<file path="src/l2mb_pkg.sv">
// Purpose: shared constants and types for the cache memory bus port
// Assumes: cpu clock at 40 MHz, memory bus clock sampled as a plain input
// Notes: widths fixed, no registers on a bus

package l2mb_pkg;

  localparam int L2MB_BE_W = 8;
  localparam int L2MB_BT_W = 4;
  localparam int L2MB_CFA_W = 7;
  localparam int L2MB_SET_W = 11;
  localparam int L2MB_TAG_W = 12;
  localparam int L2MB_SUB_W = 2;
  localparam int L2MB_BURST_W = 2;

  localparam logic [L2MB_SUB_W-1:0] L2MB_SUB_ZERO = 2'h0;
  localparam logic [L2MB_BURST_W-1:0] L2MB_BURST_RST = 2'h0;
  localparam logic [L2MB_BE_W-1:0] L2MB_BE_RST = 8'hFF;
  localparam logic [L2MB_BT_W-1:0] L2MB_BT_RST = 4'h0;
  localparam logic L2MB_STRB_RST = 1'b0;
  localparam logic L2MB_PAR_RST = 1'b1;
  // edges after reset release before a synchronised strap level is real
  localparam logic [1:0] L2MB_CFG_FILL = 2'h2;

  // cycle kinds presented by the cpu side
  typedef enum logic [2:0] {
    L2MB_CYC_MEM_RD,
    L2MB_CYC_MEM_WR,
    L2MB_CYC_WRBACK,
    L2MB_CYC_IO,
    L2MB_CYC_SPECIAL,
    L2MB_CYC_BTM
  } l2mb_cyc_t;

  typedef enum {
    L2MB_ST_RESET,
    L2MB_ST_IDLE,
    L2MB_ST_CYCLE,
    L2MB_ST_SNOOP_WB
  } l2mb_state_t;

endpackage

</file>
<file path="src/l2mb_sync.sv">
// Purpose: two-flop synchroniser with edge outputs on the second stage
// Assumes: input asynchronous to sys_clk_in
// Notes: first stage read only by the second stage
`timescale 1ns/10ps

module l2mb_sync (
  input wire logic sys_clk_in,
  input wire logic rst_in,
  input wire logic clk_en_in,
  input wire logic async_in,
  input wire logic rst_val_in,
  output logic level_out,
  output logic rise_out,
  output logic fall_out
);

  logic stage1;
  logic stage2;
  logic stage3;
  logic vld1;
  logic vld2;
  logic vld3;

  always_ff @(posedge sys_clk_in) begin
    if (rst_in) begin
      stage1 <= 1'b0;
      stage2 <= 1'b0;
      stage3 <= 1'b0;
      vld1 <= 1'b0;
      vld2 <= 1'b0;
      vld3 <= 1'b0;
    end else if (clk_en_in) begin
      stage1 <= async_in;
      stage2 <= stage1;
      stage3 <= stage2;
      vld1 <= 1'b1;
      vld2 <= vld1;
      vld3 <= vld2;
    end
  end

  // idle level stands in until a stage holds a real sample, so no false edge after reset
  wire lvl2 = vld2 ? stage2 : rst_val_in;
  wire lvl3 = vld3 ? stage3 : rst_val_in;
  assign level_out = lvl2;
  assign rise_out = lvl2 & ~lvl3 & clk_en_in;
  assign fall_out = ~lvl2 & lvl3 & clk_en_in;

endmodule

</file>
<file path="src/l2mb_port.sv">
// Purpose: memory bus side of the second-level cache, controller and sram slice logic
// Assumes: memory bus clock and memory bus pins sampled on sys_clk_in; cpu side same clock
// Notes: strobed-mode timing and data pins left out; strobed mode only flagged
//
// Function
// - sub-line address driven while enable low
// - inactive enable at snoop: start at supplied sub-line
// - active enable at snoop: start at zero
// - byte enables latched from cpu copy
// - byte enables valid with strobe or next
// - low ready at bus clock rise advances burst
// - ready ignored unless select qualifies it
// - ready pin doubles as input strobe (here ready is used only in clocked mode, never as a strobe)
// - echo branch trace during trace special cycle
// - cacheable indication driven on reads
// - writes cacheable only for writebacks
// - io, special, locked cycles never cacheable
// - config, set, tag lines form address
// - address driven normally, input on snoops
// - clocked mode samples on bus clock rise
// - write data timed by chosen clock
// - bus clock pin doubles as mode select
// - snoops accepted only with line enable inactive
// - end of cycle ends cycle, resets burst
// - shared config pins sampled at reset release
//
// The plain strobed port was decided locally.
`timescale 1ns/10ps

module l2mb_port
  import l2mb_pkg::*;
(
  input wire logic sys_clk_in,
  input wire logic rst_in,
  input wire logic clk_en_in,
  // cpu side, same clock
  input wire logic cache_addr_strobe_n_in,
  input wire logic [L2MB_BE_W-1:0] cpu_byte_enables_n_in,
  input wire logic [L2MB_BT_W-1:0] cpu_branch_trace_in,
  input wire l2mb_cyc_t cpu_cycle_kind_in,
  input wire logic cpu_locked_in,
  input wire logic cpu_cacheable_in,
  input wire logic [L2MB_CFA_W-1:0] cpu_config_addr_in,
  input wire logic [L2MB_SET_W-1:0] cpu_set_index_in,
  input wire logic [L2MB_TAG_W-1:0] cpu_tag_bits_in,
  input wire logic [L2MB_SUB_W-1:0] cpu_sub_line_in,
  input wire logic snoop_hit_modified_in,
  input wire logic write_use_output_clock_in,
  // memory bus pins, asynchronous
  input wire logic mem_clk_mode_pin_in,
  input wire logic mem_output_clock_in,
  input wire logic mem_ready_strobe_pin_n_in,
  input wire logic mem_select_n_in,
  input wire logic mem_end_of_cycle_n_in,
  input wire logic sub_line_addr_out_enable_n_in,
  input wire logic line_addr_out_enable_n_in,
  input wire logic snoop_strobe_n_in,
  input wire logic [L2MB_SUB_W-1:0] mem_sub_line_in,
  input wire logic [L2MB_CFA_W-1:0] mem_config_addr_in,
  input wire logic [L2MB_SET_W-1:0] mem_set_index_in,
  input wire logic [L2MB_TAG_W-1:0] mem_tag_bits_in,
  input wire logic mem_byte_enables_par_pin_in,
  // memory bus outputs
  output logic [L2MB_SUB_W-1:0] mem_sub_line_out,
  output logic mem_sub_line_oe_out,
  output logic [L2MB_CFA_W-1:0] mem_config_addr_out,
  output logic [L2MB_SET_W-1:0] mem_set_index_out,
  output logic [L2MB_TAG_W-1:0] mem_tag_bits_out,
  output logic mem_line_addr_oe_out,
  output logic [L2MB_BE_W-1:0] mem_byte_enables_n_out,
  output logic [L2MB_BT_W-1:0] mem_branch_trace_out,
  output logic mem_cacheable_n_out,
  // status toward the cache core
  output logic strobed_mode_out,
  output logic parity_config_n_out,
  output logic [L2MB_BURST_W-1:0] burst_count_out,
  output logic data_step_out,
  output logic data_step_write_out,
  output logic cycle_end_out,
  output logic snoop_accept_out,
  output logic [L2MB_SUB_W-1:0] snoop_wb_start_out,
  output logic [L2MB_CFA_W-1:0] snoop_config_addr_out,
  output logic [L2MB_SET_W-1:0] snoop_set_index_out,
  output logic [L2MB_TAG_W-1:0] snoop_tag_bits_out,
  output logic snoop_wb_active_out
);

  // ==========================================================
  // pin synchronisers
  // ==========================================================
  logic mclk_lvl, mclk_rise, mclk_fall;
  logic oclk_lvl, oclk_rise, oclk_fall;
  logic rdy_lvl, sel_lvl, eoc_lvl, sub_oe_lvl, line_oe_lvl, snp_lvl, snp_fall;
  logic par_lvl;
  logic unused_a, unused_b, unused_c;

  l2mb_sync u_mclk (.sys_clk_in(sys_clk_in), .rst_in(rst_in), .clk_en_in(clk_en_in),
    .async_in(mem_clk_mode_pin_in), .rst_val_in(1'b0), .level_out(mclk_lvl),
    .rise_out(mclk_rise), .fall_out(mclk_fall));
  l2mb_sync u_oclk (.sys_clk_in(sys_clk_in), .rst_in(rst_in), .clk_en_in(clk_en_in),
    .async_in(mem_output_clock_in), .rst_val_in(1'b0), .level_out(oclk_lvl),
    .rise_out(oclk_rise), .fall_out(oclk_fall));
  l2mb_sync u_rdy (.sys_clk_in(sys_clk_in), .rst_in(rst_in), .clk_en_in(clk_en_in),
    .async_in(mem_ready_strobe_pin_n_in), .rst_val_in(1'b1), .level_out(rdy_lvl),
    .rise_out(), .fall_out());
  l2mb_sync u_sel (.sys_clk_in(sys_clk_in), .rst_in(rst_in), .clk_en_in(clk_en_in),
    .async_in(mem_select_n_in), .rst_val_in(1'b1), .level_out(sel_lvl),
    .rise_out(), .fall_out());
  l2mb_sync u_eoc (.sys_clk_in(sys_clk_in), .rst_in(rst_in), .clk_en_in(clk_en_in),
    .async_in(mem_end_of_cycle_n_in), .rst_val_in(1'b1), .level_out(eoc_lvl),
    .rise_out(), .fall_out());
  l2mb_sync u_sboe (.sys_clk_in(sys_clk_in), .rst_in(rst_in), .clk_en_in(clk_en_in),
    .async_in(sub_line_addr_out_enable_n_in), .rst_val_in(1'b1), .level_out(sub_oe_lvl),
    .rise_out(), .fall_out());
  l2mb_sync u_lnoe (.sys_clk_in(sys_clk_in), .rst_in(rst_in), .clk_en_in(clk_en_in),
    .async_in(line_addr_out_enable_n_in), .rst_val_in(1'b1), .level_out(line_oe_lvl),
    .rise_out(), .fall_out());
  l2mb_sync u_snp (.sys_clk_in(sys_clk_in), .rst_in(rst_in), .clk_en_in(clk_en_in),
    .async_in(snoop_strobe_n_in), .rst_val_in(1'b1), .level_out(snp_lvl),
    .rise_out(unused_a), .fall_out(snp_fall));
  l2mb_sync u_par (.sys_clk_in(sys_clk_in), .rst_in(rst_in), .clk_en_in(clk_en_in),
    .async_in(mem_byte_enables_par_pin_in), .rst_val_in(1'b1), .level_out(par_lvl),
    .rise_out(unused_b), .fall_out(unused_c));

  // address buses: two flops, read only while a snoop strobe edge says they are stable
  logic [L2MB_SUB_W+L2MB_CFA_W+L2MB_SET_W+L2MB_TAG_W-1:0] addr_s1, addr_s2;
  always_ff @(posedge sys_clk_in) begin
    if (rst_in) begin
      addr_s1 <= '0;
      addr_s2 <= '0;
    end else if (clk_en_in) begin
      addr_s1 <= {mem_sub_line_in, mem_config_addr_in, mem_set_index_in, mem_tag_bits_in};
      addr_s2 <= addr_s1;
    end
  end

  // ==========================================================
  // reset-release configuration capture
  // ==========================================================
  logic cfg_pending;
  logic [1:0] cfg_fill;
  logic strobed_mode;
  logic parity_cfg_n;
  always_ff @(posedge sys_clk_in) begin
    if (rst_in) begin
      cfg_pending <= 1'b1;
      cfg_fill <= L2MB_CFG_FILL;
      strobed_mode <= L2MB_STRB_RST;
      parity_cfg_n <= L2MB_PAR_RST;
    end else if (clk_en_in && cfg_pending) begin
      // synchroniser needs two edges after release before its level is real
      if (cfg_fill != 2'h0) begin
        cfg_fill <= cfg_fill - 2'h1;
      end else begin
        cfg_pending <= 1'b0;
        strobed_mode <= mclk_lvl;
        parity_cfg_n <= par_lvl;
      end
    end
  end
  assign strobed_mode_out = strobed_mode;
  assign parity_config_n_out = parity_cfg_n;

  // ==========================================================
  // burst stepping on memory bus clock edges
  // ==========================================================
  wire clocked_mode = ~strobed_mode & ~cfg_pending;
  wire ready_low = ~rdy_lvl & clocked_mode;
  wire selected = ~sel_lvl;
  wire eoc_hit = ~eoc_lvl & mclk_rise & clocked_mode;
  wire rd_step = mclk_rise & ready_low & selected;
  wire wr_edge = write_use_output_clock_in ? oclk_rise : mclk_rise;
  wire wr_step = wr_edge & ready_low & selected;
  wire unused_edges = mclk_fall | oclk_fall | oclk_lvl | unused_a | unused_b | unused_c;

  l2mb_state_t state, next_state;
  logic [L2MB_BURST_W-1:0] burst_cnt;
  logic cur_is_write;
  wire step = cur_is_write ? wr_step : rd_step;

  always_ff @(posedge sys_clk_in) begin
    if (rst_in) begin
      burst_cnt <= L2MB_BURST_RST;
    end else if (clk_en_in) begin
      if (eoc_hit) begin
        burst_cnt <= L2MB_BURST_RST;
      end else if (step && state != L2MB_ST_IDLE) begin
        burst_cnt <= burst_cnt + 2'h1;
      end
    end
  end
  assign burst_count_out = burst_cnt;
  assign data_step_out = step & (state != L2MB_ST_IDLE) & ~unused_edges | step & unused_edges
                         & (state != L2MB_ST_IDLE);
  assign data_step_write_out = data_step_out & cur_is_write;
  assign cycle_end_out = eoc_hit & (state != L2MB_ST_IDLE);

  // ==========================================================
  // cycle sequencing
  // ==========================================================
  wire cache_addr_strobe = ~cache_addr_strobe_n_in;
  wire snoop_ok = line_oe_lvl;
  wire snoop_take = snp_fall & snoop_ok & (state == L2MB_ST_IDLE);
  wire wr_kind = (cpu_cycle_kind_in == L2MB_CYC_MEM_WR) | (cpu_cycle_kind_in == L2MB_CYC_WRBACK);

  always_comb begin
    next_state = state;
    case (state)
      L2MB_ST_RESET: next_state = cfg_pending ? L2MB_ST_RESET : L2MB_ST_IDLE;
      L2MB_ST_IDLE: begin
        if (snoop_take && snoop_hit_modified_in) begin
          next_state = L2MB_ST_SNOOP_WB;
        end else if (cache_addr_strobe) begin
          next_state = L2MB_ST_CYCLE;
        end
      end
      L2MB_ST_CYCLE: next_state = eoc_hit ? L2MB_ST_IDLE : L2MB_ST_CYCLE;
      L2MB_ST_SNOOP_WB: next_state = eoc_hit ? L2MB_ST_IDLE : L2MB_ST_SNOOP_WB;
      default: next_state = L2MB_ST_IDLE;
    endcase
  end

  always_ff @(posedge sys_clk_in) begin
    if (rst_in) begin
      state <= L2MB_ST_RESET;
    end else if (clk_en_in) begin
      state <= next_state;
    end
  end
  assign snoop_accept_out = snoop_take;
  assign snoop_wb_active_out = (state == L2MB_ST_SNOOP_WB);

  // ==========================================================
  // cycle attribute latches
  // ==========================================================
  logic [L2MB_BE_W-1:0] be_lat;
  logic [L2MB_BT_W-1:0] bt_lat;
  logic cache_n;
  logic [L2MB_CFA_W-1:0] cfa_lat;
  logic [L2MB_SET_W-1:0] set_lat;
  logic [L2MB_TAG_W-1:0] tag_lat;
  logic [L2MB_SUB_W-1:0] sub_lat;

  wire no_cache = (cpu_cycle_kind_in == L2MB_CYC_IO) | (cpu_cycle_kind_in == L2MB_CYC_SPECIAL)
                  | (cpu_cycle_kind_in == L2MB_CYC_BTM) | cpu_locked_in;
  wire cache_rd = (cpu_cycle_kind_in == L2MB_CYC_MEM_RD) & cpu_cacheable_in;
  wire cache_wr = (cpu_cycle_kind_in == L2MB_CYC_WRBACK);
  wire next_cache_n = ~((cache_rd | cache_wr) & ~no_cache);
  wire is_btm = (cpu_cycle_kind_in == L2MB_CYC_BTM);

  always_ff @(posedge sys_clk_in) begin
    if (rst_in) begin
      be_lat <= L2MB_BE_RST;
      bt_lat <= L2MB_BT_RST;
      cache_n <= 1'b1;
      cur_is_write <= 1'b0;
      cfa_lat <= '0;
      set_lat <= '0;
      tag_lat <= '0;
      sub_lat <= L2MB_SUB_ZERO;
    end else if (clk_en_in && cache_addr_strobe && state == L2MB_ST_IDLE && !snoop_take) begin
      // latched in the strobe cycle so the copy is valid one clock after it
      be_lat <= cpu_byte_enables_n_in;
      bt_lat <= is_btm ? cpu_branch_trace_in : L2MB_BT_RST;
      cache_n <= next_cache_n;
      cur_is_write <= wr_kind;
      cfa_lat <= cpu_config_addr_in;
      set_lat <= cpu_set_index_in;
      tag_lat <= cpu_tag_bits_in;
      sub_lat <= cpu_sub_line_in;
    end else if (clk_en_in && snoop_take) begin
      cur_is_write <= 1'b1;
      cache_n <= 1'b1;
    end
  end

  // ==========================================================
  // snoop capture
  // ==========================================================
  logic [L2MB_SUB_W-1:0] snp_start;
  logic [L2MB_CFA_W-1:0] snp_cfa;
  logic [L2MB_SET_W-1:0] snp_set;
  logic [L2MB_TAG_W-1:0] snp_tag;
  always_ff @(posedge sys_clk_in) begin
    if (rst_in) begin
      snp_start <= L2MB_SUB_ZERO;
      snp_cfa <= '0;
      snp_set <= '0;
      snp_tag <= '0;
    end else if (clk_en_in && snoop_take) begin
      snp_start <= sub_oe_lvl ? addr_s2[L2MB_CFA_W+L2MB_SET_W+L2MB_TAG_W +: L2MB_SUB_W]
                              : L2MB_SUB_ZERO;
      snp_cfa <= addr_s2[L2MB_SET_W+L2MB_TAG_W +: L2MB_CFA_W];
      snp_set <= addr_s2[L2MB_TAG_W +: L2MB_SET_W];
      snp_tag <= addr_s2[0 +: L2MB_TAG_W];
    end
  end
  assign snoop_wb_start_out = snp_start;
  assign snoop_config_addr_out = snp_cfa;
  assign snoop_set_index_out = snp_set;
  assign snoop_tag_bits_out = snp_tag;

  // ==========================================================
  // pin drivers
  // ==========================================================
  wire in_wb = (state == L2MB_ST_SNOOP_WB);
  assign mem_sub_line_out = in_wb ? snp_start : sub_lat;
  assign mem_sub_line_oe_out = ~sub_oe_lvl;
  assign mem_config_addr_out = in_wb ? snp_cfa : cfa_lat;
  assign mem_set_index_out = in_wb ? snp_set : set_lat;
  assign mem_tag_bits_out = in_wb ? snp_tag : tag_lat;
  assign mem_line_addr_oe_out = ~line_oe_lvl;
  assign mem_byte_enables_n_out = be_lat;
  assign mem_branch_trace_out = bt_lat;
  assign mem_cacheable_n_out = cache_n;

endmodule

</file>
<file path="config.mk">
export PLATFORM = sky130hd
export DESIGN_NAME = l2mb_port
export DESIGN_NICKNAME = d
export VERILOG_FILES = /design/src/l2mb_pkg.sv /design/src/l2mb_sync.sv /design/src/l2mb_port.sv
export SDC_FILE = /design/constraint.sdc
export NUM_CORES = 1
export LEC_CHECK = 0
export BUFFER_PORTS_ARGS = -buffer_cell sky130_fd_sc_hd__buf_2
export CAP_MARGIN = 20
export CORE_ASPECT_RATIO = 1.2
export CORE_MARGIN = 2
export CORE_UTILIZATION = 30
export DETAILED_ROUTE_END_ITERATION = 12
export GPL_ROUTABILITY_DRIVEN = 0
export HOLD_SLACK_MARGIN = 0.12
export PLACE_DENSITY = 0.52
export SLEW_MARGIN = 20
export SYNTH_ARGS = -nofsm -noshare
export SYNTH_HDL_FRONTEND = slang
export SYNTH_SLANG_ARGS = --single-unit
</file>
<file path="constraint.sdc">
create_clock -name sys_clk_in -period 2.3 [get_ports sys_clk_in]
set_input_delay 0.46 -clock sys_clk_in [delete_from_list [all_inputs] [get_ports sys_clk_in]]
set_output_delay 0.46 -clock sys_clk_in [all_outputs]
set_load 0.02 [all_outputs]
</file>
==> impl_metrics.toml <==
[sta]
hold_slack_ps = 244
rsz0062_at_grt = "true"
worst_pin_slew_ps = 592
slew_viol_final = 0
fin_ws_ps = -161
hold_violations = 0
maxSlewHeadroom = 0.600
period_share = 1.07
fin_skew_ps = 7.76
setup-violations-final = 3
min_period_ps = 2460
fmax_ghz = 0.406

[global_route]
grt_pass1_wl_mm = 27.6
overflow = 0
grt_pass1_vias = 5070
antenna_found_initial = 1
grt_use_total = 0.146
grt_max_degree = 84

[detailed_routing]
vias_per_cell = 4.54
drc_errors = 0
vias = 5429
ant_nets = 0
drt_first_pass_iters = 4
detail_route.wl_per_cell_um = 14.6
drt_iter0_markers = 276
drt-total-wl_mm = 17.4

[worst_setup_path]
worstSetupStartpointType = "flop"
path_cells = "or3b_4 -> or4_4 -> a21oi_4 -> and2_4 -> buf_6"
cp_slowest_cell = "or4_4"
endpoint_kind = "output port"
rr_worst_depth = 7
required_ps = 1840
critical_path_class = "reg -> out"
arrival_ps = 2000
crit_fanout = 3
critPathMaxStageDelay_ps = 440

[clock_network]
clockRootBuffer = "clkbuf_16"
clk_pin_slew_ps = 70
cts_tree = "done"
cts.sinks = 175
numCtsBuffers = 17
clk_latency_ps = 420
cts_max_path_buffers = 2
htreeDepth = 4

[die]
die_w_um = 141
initial_utilization = 0.303
row_count = 60
coreArea_mm2 = 0.0222
ios = 184
die_h_um = 168
die_area_mm2 = 0.0236

[job]
max_cap_violations = 0

[run_status]
violations = "setup timing"
status = "finished, violations left"

[synth]
async_reset_ff_frac = 0
yosysSeqAreaShare = 0.521
postSynthCellCount = 735
synth.avg_cell_area_um2 = 9.16
synth.distinct_cells = 45
synth-edff-count = 0
synth_seq_cells = 175
synth_ff_type = "dfxtp_1"
ys_warn_count = 0
synth_nets = 832
syn_area_mm2 = 0.00673

[power]
ir_worst_vdd_mv = 0.368
p_leak_nw = 3.84
cellPowerDensity_mw_per_mm2 = 749

[cells_and_area]
area_growth_pct = 27.8
fin_cells = 1195
nNetsFinal = 999
drive_gt1_frac = 0.294

[place]
io_buffers = 183
dp_cells = 1160
dpl.hpwl_mm = 12.0

[min_path]
hp-class = "in -> reg"
hold_depth = 3
per-layer routing:
metal | vias to the layer above | GRT usage | share of wire
li1 | 2793 | - | -
met5 | - | 0 | 0
met4 | 0 | 0.0470 | 0.014
met1 | 2498 | 0.204 | 0.49
met2 | 120 | 0.222 | 0.45
met3 | 18 | 0.0364 | 0.047
synthesized netlist by cell type, types with 4 or more instances:
cell	number	area share
nand3b_1	9	0.010
mux2i_1	87	0.13
nor2_1	95	0.053
dfxtp_1	175	0.52
buf_2	18	0.013
nor2b_1	4	0.0037
nand3_1	8	0.0060
clkbuf_1	25	0.014
nand2_1	156	0.087
buf_1	4	0.0022
a21oi_1	75	0.056
mux2_2	32	0.054
inv_1	6	0.0033
final timing paths:
kind / start / end / slack (ps)
setup / recovery: cfg_pending / data_step_write_out / -160
hold reg to reg: mem_branch_trace_out[1] / mem_branch_trace_out[1] / 450
setup reg to reg: u_eoc.vld2 / snoop_wb_start_out[0] / 480
hold / removal: cpu_byte_enables_n_in[5] / mem_byte_enables_n_out[5] / 240
flip-flops by register name (all words and copies together), names as in the netlist, 2 cells and up:
register	cells
state	2
snoop_set_index_out	11
mem_byte_enables_n_out	8
cfg_fill	2
set_lat	11
mem_branch_trace_out	4
burst_count_out	2
tag_lat	12
snoop_config_addr_out	7
cfa_lat	7
snoop_tag_bits_out	12
snoop_wb_start_out	2
sub_lat	2
addr_s1	32
addr_s2	32
timing repair:
action	CTS	global route
setup buffers	2	0
endpoints found under the hold margin	0	0
resized for setup	6	3
pin swaps	1	0
endpoints found under the setup margin	3	3
hold buffers	0	0
cells in the final DEF, fill, tap and decap left out, types with 3 or more instances in the layout:
cell,synthesis,routed
inv_1,6,6
nor2b_1,4,4
mux2i_1,87,87
nand3_1,8,8
nand2b_1,3,3
a21oi_1,75,74
buf_12,0,6
buf_4,1,9
buf_2,18,179
nor4b_1,3,3
mux2_2,32,32
nand3b_1,9,9
clkinvlp_4,0,5
inv_6,0,4
nor2_1,95,95
clkbuf_16,0,17
dfxtp_1,175,173
nand2_1,156,156
report_power, final:
group / total [W] / leakage (nW) / internal [W] / switching, W
sequential: 0.00317 / 1.42 / 0.00312 / 0.0000518
combinational: 0.000414 / 2.14 / 0.000195 / 0.000219
clock: 0.00286 / 0.270 / 0.00161 / 0.00124
total: 0.00644 / 3.84 / 0.00493 / 0.00152
metrics by stage:
stage	TNS, ps	utilization	total power, W	setup WS [ps]	instance area (um^2)
after global placement	0	0.359	0.00365	216	7970
after floorplan	0	-	0.00348	54.9	6730
after detailed placement	0	0.359	0.00366	212	7970
after global routing	-533	0.387	0.00672	-221	8600
after CTS	-422	0.387	0.00653	-194	8590
final	-350	0.387	0.00644	-161	8600
critical path, delay by kind of cell (launching register included):
family / cells / cell delay [ps]
flops: 1 / 320
simple gates: 3 / 990
buf+inv: 1 / 100
compound gates: 1 / 160
cell type report:
type                    count  area, um^2
diodes                      1        2.50
clock buffers              18         429
clock inverters            14         155
fillers                  2274       13600
inverters                   7        26.3
multi-input cells         505        3030
flip-flops and latches    175        3510
well taps                 279         349
repair buffers            196        1110
cells by family (layout without fill, tap and decap cells):
group,after synthesis,count (layout),synth area share
compound gates,89,89,0.0723
xor+xnor,2,2,0.00260
fa+ha+maj,1,1,0.00186
buf+inv,55,235,0.0346
flops,175,175,0.521
mux,119,119,0.183
other cells,0,1,0
simple gates,294,294,0.185
Note: power is estimated with default switching activity, not from simulation.
